### src/pkg/gpio_ports_pkg.sv
// shared constants for the port e / port f general-purpose i/o block
package gpio_ports_pkg;

	// ------------------------------------------------------------
	// port widths
	// ------------------------------------------------------------
	localparam int PORT_E_WIDTH = 8;
	localparam int PORT_F_WIDTH = 4;

	// ------------------------------------------------------------
	// register map (byte addresses; index * 4 since 0x09 is not word aligned)
	// ------------------------------------------------------------
	localparam logic [11:0] PORT_E_DATA_INDEX      = 12'h008;
	localparam logic [11:0] PORT_F_DATA_INDEX      = 12'h009;
	localparam logic [11:0] PORT_E_DIRECTION_INDEX = 12'h00C;
	localparam logic [11:0] PORT_F_DIRECTION_INDEX = 12'h00D;
	localparam logic [11:0] PORT_E_DATA_ADDR       = 12'(PORT_E_DATA_INDEX * 4);
	localparam logic [11:0] PORT_F_DATA_ADDR       = 12'(PORT_F_DATA_INDEX * 4);
	localparam logic [11:0] PORT_E_DIRECTION_ADDR  = 12'(PORT_E_DIRECTION_INDEX * 4);
	localparam logic [11:0] PORT_F_DIRECTION_ADDR  = 12'(PORT_F_DIRECTION_INDEX * 4);

	// ------------------------------------------------------------
	// reset values
	// ------------------------------------------------------------
	localparam logic [7:0]  PORT_E_DIRECTION_RESET = 8'h00;
	localparam logic [3:0]  PORT_F_DIRECTION_RESET = 4'h0;
	localparam logic [7:0]  PORT_E_DATA_RESET      = 8'h00;
	localparam logic [31:0] READ_ZERO              = 32'h00000000;

	// ------------------------------------------------------------
	// synchroniser depth
	// ------------------------------------------------------------
	localparam int SYNC_STAGES = 2;

	// ------------------------------------------------------------
	// bus lanes
	// ------------------------------------------------------------
	// byte lane that carries every register bit
	localparam int DATA_LANE = 0;

endpackage : gpio_ports_pkg

### src/logic/pin_sync.sv
// two-flop synchroniser for a bus of pin levels
`timescale 1ns/1ps
module pin_sync
	import gpio_ports_pkg::*;
#(
	parameter int WIDTH = 8
) (
	// clock and reset
	input  wire logic             pclk,
	input  wire logic             presetn,
	// pin levels in, synchronised levels out
	input  wire logic [WIDTH-1:0] pin_level,
	output logic      [WIDTH-1:0] synced_level
);

	typedef struct packed {
		logic [WIDTH-1:0] first_stage;
		logic [WIDTH-1:0] second_stage;
	} sync_state_type;

	sync_state_type state;
	sync_state_type next_state;

	// first stage feeds only the second stage
	always_comb begin
		next_state              = state;
		next_state.first_stage  = pin_level;
		next_state.second_stage = state.first_stage;
	end

	// state register
	always_ff @(posedge pclk or negedge presetn) begin
		if (!presetn) begin
			state <= '0;
		end else begin
			state <= next_state;
		end
	end

	assign synced_level = state.second_stage;

endmodule : pin_sync

### src/logic/port_bit_mux.sv
// per-port pin driver and read-source selection
`timescale 1ns/1ps
module port_bit_mux #(
	parameter int WIDTH = 8
) (
	// register contents
	input  wire logic [WIDTH-1:0] data_latch,
	input  wire logic [WIDTH-1:0] direction,
	// peripheral ownership and its drive
	input  wire logic [WIDTH-1:0] periph_owns,
	input  wire logic [WIDTH-1:0] periph_out,
	input  wire logic [WIDTH-1:0] periph_oe,
	// synchronised pin level
	input  wire logic [WIDTH-1:0] pin_synced,
	// pin drive and read value
	output logic      [WIDTH-1:0] pin_out,
	output logic      [WIDTH-1:0] pin_oe,
	output logic      [WIDTH-1:0] read_value
);

	// a peripheral owning a pin takes its driver; direction still picks read source
	always_comb begin
		for (int i = 0; i < WIDTH; i++) begin
			pin_out[i]    = periph_owns[i] ? periph_out[i] : data_latch[i];
			pin_oe[i]     = periph_owns[i] ? periph_oe[i] : direction[i];
			read_value[i] = direction[i] ? data_latch[i] : pin_synced[i];
		end
	end

endmodule : port_bit_mux

### src/logic/gpio_ports_e_f.sv
// port e and port f general-purpose i/o with apb register access
//
// Contract
// - port e direction bit one enables its pin driver, zero makes it input
// - reset clears all eight port e direction bits
// - port e data read returns latch for outputs, pin level for inputs
// - data writes always update latches and never alter input readback
// - four port f data latches, untouched by reset
// - port f direction bit one enables its pin driver, zero makes it input
// - reset clears all four port f direction bits
// - port f data read returns latch for outputs, pin level for inputs
// - timer-owned port f pin ignores direction for drive, not for read
// - peripheral-owned port e pin ignores direction for drive, not for read
// - port e data holds eight writable latches driven where enabled
//
// Decided for this implementation: register access over APB.
`timescale 1ns/1ps
module gpio_ports_e_f
	import gpio_ports_pkg::*;
(
	// clock and reset
	input  wire logic                    pclk,
	input  wire logic                    presetn,
	// apb slave
	input  wire logic                    psel,
	input  wire logic                    penable,
	input  wire logic                    pwrite,
	input  wire logic [11:0]             paddr,
	input  wire logic [31:0]             pwdata,
	input  wire logic [3:0]              pstrb,
	output logic      [31:0]             prdata,
	output logic                         pready,
	output logic                         pslverr,
	// port e pins
	input  wire logic [PORT_E_WIDTH-1:0] port_e_pin_in,
	output logic      [PORT_E_WIDTH-1:0] port_e_pin_out,
	output logic      [PORT_E_WIDTH-1:0] port_e_pin_oe,
	// port e peripheral takeover (spi, serial_comm_interface, timer_module)
	input  wire logic [PORT_E_WIDTH-1:0] port_e_periph_owns,
	input  wire logic [PORT_E_WIDTH-1:0] port_e_periph_out,
	input  wire logic [PORT_E_WIDTH-1:0] port_e_periph_oe,
	// port f pins
	input  wire logic [PORT_F_WIDTH-1:0] port_f_pin_in,
	output logic      [PORT_F_WIDTH-1:0] port_f_pin_out,
	output logic      [PORT_F_WIDTH-1:0] port_f_pin_oe,
	// port f timer takeover, decoded from timer_edge_level_select
	input  wire logic [PORT_F_WIDTH-1:0] timer_channel_pins,
	input  wire logic [PORT_F_WIDTH-1:0] timer_pin_out,
	input  wire logic [PORT_F_WIDTH-1:0] timer_pin_oe
);

	// ------------------------------------------------------------
	// state
	// ------------------------------------------------------------
	typedef struct packed {
		logic [PORT_E_WIDTH-1:0] port_e_direction;
		logic [PORT_F_WIDTH-1:0] port_f_direction;
		logic [PORT_E_WIDTH-1:0] port_e_data;
		logic [31:0]             read_data;
	} regs_type;

	regs_type state;
	regs_type next_state;

	// port f latches live outside the reset struct: reset must not touch them
	logic [PORT_F_WIDTH-1:0] port_f_data;
	logic [PORT_F_WIDTH-1:0] next_port_f_data;

	// ------------------------------------------------------------
	// pin synchronisers and muxing
	// ------------------------------------------------------------
	logic [PORT_E_WIDTH-1:0] port_e_synced;
	logic [PORT_F_WIDTH-1:0] port_f_synced;
	logic [PORT_E_WIDTH-1:0] port_e_read;
	logic [PORT_F_WIDTH-1:0] port_f_read;

	// input levels resynchronised before readback
	pin_sync #(.WIDTH(PORT_E_WIDTH)) port_e_sync (
		.pclk         (pclk),
		.presetn      (presetn),
		.pin_level    (port_e_pin_in),
		.synced_level (port_e_synced)
	);

	pin_sync #(.WIDTH(PORT_F_WIDTH)) port_f_sync (
		.pclk         (pclk),
		.presetn      (presetn),
		.pin_level    (port_f_pin_in),
		.synced_level (port_f_synced)
	);

	// port e: driver from direction or peripheral, read by direction
	port_bit_mux #(.WIDTH(PORT_E_WIDTH)) port_e_mux (
		.data_latch  (state.port_e_data),
		.direction   (state.port_e_direction),
		.periph_owns (port_e_periph_owns),
		.periph_out  (port_e_periph_out),
		.periph_oe   (port_e_periph_oe),
		.pin_synced  (port_e_synced),
		.pin_out     (port_e_pin_out),
		.pin_oe      (port_e_pin_oe),
		.read_value  (port_e_read)
	);

	// port f: timer takes the driver only, read source stays on direction
	port_bit_mux #(.WIDTH(PORT_F_WIDTH)) port_f_mux (
		.data_latch  (port_f_data),
		.direction   (state.port_f_direction),
		.periph_owns (timer_channel_pins),
		.periph_out  (timer_pin_out),
		.periph_oe   (timer_pin_oe),
		.pin_synced  (port_f_synced),
		.pin_out     (port_f_pin_out),
		.pin_oe      (port_f_pin_oe),
		.read_value  (port_f_read)
	);

	// ------------------------------------------------------------
	// apb phase decode
	// ------------------------------------------------------------
	logic setup_phase;
	logic access_phase;
	logic read_setup;
	logic write_access;
	logic lane_enabled;

	// a read is captured in setup so the access phase answers at once
	assign setup_phase  = psel && !penable;
	assign access_phase = psel && penable;
	assign read_setup   = setup_phase && !pwrite;
	assign write_access = access_phase && pwrite;

	// every register bit sits in the low byte lane; other lanes are ignored
	assign lane_enabled = pstrb[DATA_LANE];

	// ------------------------------------------------------------
	// address decode
	// ------------------------------------------------------------
	logic hit_e_data;
	logic hit_f_data;
	logic hit_e_dir;
	logic hit_f_dir;
	logic addr_mapped;

	// full-width compare: no aliases, so a stray address cannot move a pin
	assign hit_e_data  = (paddr == PORT_E_DATA_ADDR);
	assign hit_f_data  = (paddr == PORT_F_DATA_ADDR);
	assign hit_e_dir   = (paddr == PORT_E_DIRECTION_ADDR);
	assign hit_f_dir   = (paddr == PORT_F_DIRECTION_ADDR);

	// any of the four registers
	assign addr_mapped = hit_e_data || hit_f_data || hit_e_dir || hit_f_dir;

	// ------------------------------------------------------------
	// write strobes
	// ------------------------------------------------------------
	logic write_e_data;
	logic write_f_data;
	logic write_e_dir;
	logic write_f_dir;

	// data latches take writes whatever the direction
	assign write_e_data = write_access && lane_enabled && hit_e_data;
	assign write_f_data = write_access && lane_enabled && hit_f_data;

	// direction writes; software loads the latch first to avoid a glitch
	assign write_e_dir  = write_access && lane_enabled && hit_e_dir;
	assign write_f_dir  = write_access && lane_enabled && hit_f_dir;

	// ------------------------------------------------------------
	// write data
	// ------------------------------------------------------------
	logic [PORT_E_WIDTH-1:0] write_e_bits;
	logic [PORT_F_WIDTH-1:0] write_f_bits;

	// upper lanes dropped on purpose: no register bit lives there
	assign write_e_bits = pwdata[PORT_E_WIDTH-1:0];
	assign write_f_bits = pwdata[PORT_F_WIDTH-1:0];

	// ------------------------------------------------------------
	// read words
	// ------------------------------------------------------------
	logic [31:0] e_data_word;
	logic [31:0] f_data_word;
	logic [31:0] e_dir_word;
	logic [31:0] f_dir_word;
	logic [31:0] read_word;

	// port e data image: latch or pin per direction bit
	always_comb begin
		e_data_word                   = READ_ZERO;
		e_data_word[PORT_E_WIDTH-1:0] = port_e_read;
	end

	// port f data image: latch or pin per direction bit
	always_comb begin
		f_data_word                   = READ_ZERO;
		f_data_word[PORT_F_WIDTH-1:0] = port_f_read;
	end

	// port e direction reads back as written
	always_comb begin
		e_dir_word                   = READ_ZERO;
		e_dir_word[PORT_E_WIDTH-1:0] = state.port_e_direction;
	end

	// port f direction; upper bits of every image read as zero
	always_comb begin
		f_dir_word                   = READ_ZERO;
		f_dir_word[PORT_F_WIDTH-1:0] = state.port_f_direction;
	end

	// ------------------------------------------------------------
	// read select
	// ------------------------------------------------------------
	// unmapped reads return zero alongside the error response
	always_comb begin
		if (hit_e_data) begin
			read_word = e_data_word;
		end else if (hit_f_data) begin
			read_word = f_data_word;
		end else if (hit_e_dir) begin
			read_word = e_dir_word;
		end else if (hit_f_dir) begin
			read_word = f_dir_word;
		end else begin
			read_word = READ_ZERO;
		end
	end

	// ------------------------------------------------------------
	// bus response
	// ------------------------------------------------------------
	// zero wait states: every access completes in its first cycle
	assign pready  = 1'b1;

	// error only while the access phase of an unmapped address stands
	assign pslverr = access_phase && !addr_mapped;

	// read data from a register, stable from its setup edge to the next read
	assign prdata  = state.read_data;

	// ------------------------------------------------------------
	// next-state logic
	// ------------------------------------------------------------
	always_comb begin
		next_state       = state;
		next_port_f_data = port_f_data;

		// port e latches, written whatever the direction
		if (write_e_data) begin
			next_state.port_e_data = write_e_bits;
		end

		// port f latches; the pin input path is never touched
		if (write_f_data) begin
			next_port_f_data = write_f_bits;
		end

		// port e direction
		if (write_e_dir) begin
			next_state.port_e_direction = write_e_bits;
		end

		// port f direction
		if (write_f_dir) begin
			next_state.port_f_direction = write_f_bits;
		end

		// read value sampled in setup, held through access and beyond
		if (read_setup) begin
			next_state.read_data = read_word;
		end
	end

	// ------------------------------------------------------------
	// registers
	// ------------------------------------------------------------
	// directions cleared so every pin not owned by a peripheral or the timer starts as an input
	always_ff @(posedge pclk or negedge presetn) begin
		if (!presetn) begin
			state.port_e_direction <= PORT_E_DIRECTION_RESET;
			state.port_f_direction <= PORT_F_DIRECTION_RESET;
			state.port_e_data      <= PORT_E_DATA_RESET;
			state.read_data        <= READ_ZERO;
		end else begin
			state <= next_state;
		end
	end

	// no reset term: latch contents survive reset
	always_ff @(posedge pclk) begin
		port_f_data <= next_port_f_data;
	end

endmodule : gpio_ports_e_f

### config.mk
export PLATFORM = sky130hd
export DESIGN_NAME = gpio_ports_e_f
export DESIGN_NICKNAME = d
export VERILOG_FILES = /design/src/pkg/gpio_ports_pkg.sv /design/src/logic/pin_sync.sv /design/src/logic/port_bit_mux.sv /design/src/logic/gpio_ports_e_f.sv
export SDC_FILE = /design/constraint.sdc
export NUM_CORES = 1
export LEC_CHECK = 0
export BUFFER_PORTS_ARGS = -buffer_cell sky130_fd_sc_hd__buf_2
export CORE_ASPECT_RATIO = 2
export CORE_MARGIN = 10
export CORE_UTILIZATION = 40
export DETAILED_ROUTE_END_ITERATION = 10
export GPL_TIMING_DRIVEN = 0
export PLACE_DENSITY = 0.75
export RECOVER_POWER = 100
export SETUP_SLACK_MARGIN = 0.4
export SLEW_MARGIN = 40
export SYNTH_ARGS = -nofsm -noshare
export SYNTH_HDL_FRONTEND = slang
export SYNTH_SLANG_ARGS = --single-unit
### constraint.sdc
create_clock -name pclk -period 2.3 [get_ports pclk]
set_input_delay 0.69 -clock pclk [delete_from_list [all_inputs] [get_ports pclk]]
set_output_delay 0.69 -clock pclk [all_outputs]
set_load 0.005 [all_outputs]
==> results.json <==
{
  "outcome": "completed",
  "avgSynthCellArea_um2": 12.67,
  "first_global_vias": 2383,
  "cp.depth": 10,
  "crit_family": "buffers and inverters",
  "critPathArrivalTime_ps": 2290,
  "synth-seq-area-share": 0.5341,
  "cpMaxStageDelayCell": "nor4_4",
  "max-cap-violations": 0,
  "crit_path_start_kind": "input pin",
  "path_class": "input pin to flop",
  "max-vdd-ir-drop_uv": 679.5,
  "via_per_inst": 4.656,
  "clock_latency_ps": 300,
  "num-fill-cells": 572,
  "grt_max_degree": 53,
  "cts_tree": "built",
  "io_buffers": 105,
  "rows": 42,
  "first_pass_iters": 4,
  "worstSetupEndpointType": "flop",
  "dp_hpwl_mm": 5.843,
  "fin_skew_ps": 4.891,
  "htree_levels": 2,
  "drc": 0,
  "syn_inst": 210,
  "clkTransAtPathRegs_ps": 70,
  "wire_per_inst_um": 17.61,
  "fmax_mhz": 440.2,
  "vias": 2095,
  "fin_nets": 462,
  "timing.rr.start": "f_dir_word[1]$_DFFE_PN0P_",
  "crit_fanout": 4,
  "r2r-end": "prdata[1]$_DFFE_PN0P_",
  "synth-warning-count": 0,
  "total_power_mw": 2.029,
  "required_ps": 2320,
  "diodes": 0,
  "setup.worst_path.start": "paddr[0]",
  "wl_mm": 7.926,
  "drive_above_1_share": 0.4392,
  "synth_edf_count": 4,
  "die-area_um2": 10510,
  "powerDensity_nw_per_um2": 527.2,
  "io_pins": 159,
  "gp_congestion": 0.7709,
  "antenna_found_initial": 0,
  "r2r_cells": 4,
  "setup_tns_ps": 0,
  "hold_path_class": "flop to flop",
  "reg2reg_setup_slack_ps": 1100,
  "setup_violations": 0,
  "die_w_um": 77.68,
  "cp_common_cell": "buf_6",
  "async_flop_share": 0.9286,
  "maxSlewViolCount": 0,
  "endpoint": "port_f_data[1]$_DFFE_PP_",
  "leakage_nw": 1.932,
  "ys.flop_type": "dfrtp_1",
  "clock_sinks": 56,
  "syn2layout_area_growth_pct": 44.62,
  "synth-seq-cells": 56,
  "worst_slew_pin_slew_ps": 1273,
  "cts_buffers": 5,
  "synthDistinctLibCells": 31,
  "period_needed_ps": 2272,
  "cpPeakStageDelay_ps": 370,
  "ant_nets": 0,
  "grt_pass1_wl_mm": 12.18,
  "path_buf_inv": 7,
  "clock-root-buffer": "clkbuf_16",
  "hold_viol_final": 0,
  "period_share": 0.9878,
  "timing.max_slew.rel_slack": 0.1516,
  "grt.total_usage": 0.1486,
  "crit_chain": "buf_6 > nor4_4 > nand3_2 > clkbuf_4 > buf_6 > buf_6 > buf_6 > buf_6 > nor4b_4 > buf_4",
  "die_y_um": 135.4,
  "core_um2": 6569,
  "rsz0062_at_grt": "true",
  "grt_overflow": 0,
  "initial_utilization": 0.4051,
  "synth.cell_area_um2": 2661,
  "clk_path_buf_depth": 2,
  "drt_iter0_markers": 114
}
-- registers in the layout, summed over array words and instances, names as in the netlist --
name and count:
e_dir_word 8, f_dir_word 4, port_e_sync.next_state 8, port_e_sync.synced_level 8, port_f_data 4, port_f_sync.next_state 4
port_f_sync.synced_level 4, prdata 8, state 8
-- cell families after synthesis --
logic type | after synthesis | synth area share
compound gates | 24 | 0.05642
buf+inv | 35 | 0.08462
flops | 56 | 0.5341
mux | 52 | 0.2219
other cells | 2 | 0.002822
simple gates | 41 | 0.1001
-- power breakdown --
| part | leakage (nW) | internal [mW] | switching (mW) | total, mW |
|---|---|---|---|---|
| Combinational | 1.16 | 0.154 | 0.119 | 0.273 |
| Clock | 0.0655 | 0.402 | 0.333 | 0.735 |
| Sequential | 0.707 | 1.02 | 0.00549 | 1.02 |
-- synth_stat cells, drive strengths merged, types with 3 or more instances --
library cell,number,share of area
inv,6,0.0085
mux2,44,0.19
a211o,4,0.013
nor3,6,0.020
buf,26,0.072
dfrtp,52,0.49
a21oi,8,0.015
o21ai,8,0.015
edfxtp,4,0.045
mux2i,8,0.030
o32ai,4,0.013
clkbuf,3,0.0042
nand2,12,0.017
nor2,10,0.015
-- how the worst min path moves through the flow --
stage                                         from                                     to  slack [ps]  cells after the start
2_1_floorplan  port_e_sync.next_state[0]$_DFF_PN0_  port_e_sync.synced_level[0]$_DFF_PN0_         330                      0
4_1_cts        port_e_sync.next_state[1]$_DFF_PN0_  port_e_sync.synced_level[1]$_DFF_PN0_         350                      0
3_3_place_gp   port_e_sync.next_state[4]$_DFF_PN0_  port_e_sync.synced_level[4]$_DFF_PN0_         330                      0
5_1_grt        port_e_sync.next_state[1]$_DFF_PN0_  port_e_sync.synced_level[1]$_DFF_PN0_         360                      0
6_report       port_e_sync.next_state[1]$_DFF_PN0_  port_e_sync.synced_level[1]$_DFF_PN0_         340                      0
3_5_place_dp   port_e_sync.next_state[1]$_DFF_PN0_  port_e_sync.synced_level[1]$_DFF_PN0_         340                      0
-- metrics by stage --
step                      std cells  worst slack (ps)    util  instance area, um2  hold slack (ps)
final                           450             28.06  0.5859                3849            344.7
after global routing            450             26.50  0.5859                3849            355.8
after CTS                       447             35.00  0.6023                3956            350.5
after detailed placement        426            -216.5  0.5269                3461            336.2
after global placement          426            -171.5  0.5265                3458            334.4
after floorplan                 233             250.0       -                2823            331.2
-- placed cells by master (no fill, tap or decap), types with 5 or more instances in the layout --
cell       count
a21oi_1        8
buf_2         57
buf_4         31
buf_6         25
clkbuf_1      34
clkbuf_16      5
conb_1        25
dfrtp_1       52
inv_1          6
mux2_1        21
mux2_4        21
mux2i_1        8
nand2_1       12
nor2_1        10
nor3_1         5
-- layout make-up --
cell class,count,area (um2),area share
Clock buffer,7,132.6,0.03446
Inverter,6,22.52,0.005852
Buffer,29,224.0,0.05819
Clock inverter,1,3.754,0.0009753
Timing Repair Buffer,121,740.7,0.1925
Sequential cell,56,1421,0.3693
Tap cell,88,110.1,0.02861
Multi-Input combinational cell,142,1194,0.3101
-- layer usage --
metal	share of wire	wire, um	vias to the layer above	GRT usage
met5	0	0	-	0
met4	0.028	220	0	0.07959
met3	0.087	687	13	0.06051
met2	0.55	4396	95	0.2641
met1	0.33	2621	997	0.1407
li1	-	-	990	-
-- timing repair --
item,4_1_cts,5_1_grt
setup endpoints to repair,49,40
buffers inserted,13,3
hold buffers,0,0
resized for setup,50,32
pin swaps,8,11
endpoints found under the hold margin,0,0
Power figures use the tool's default switching activity.
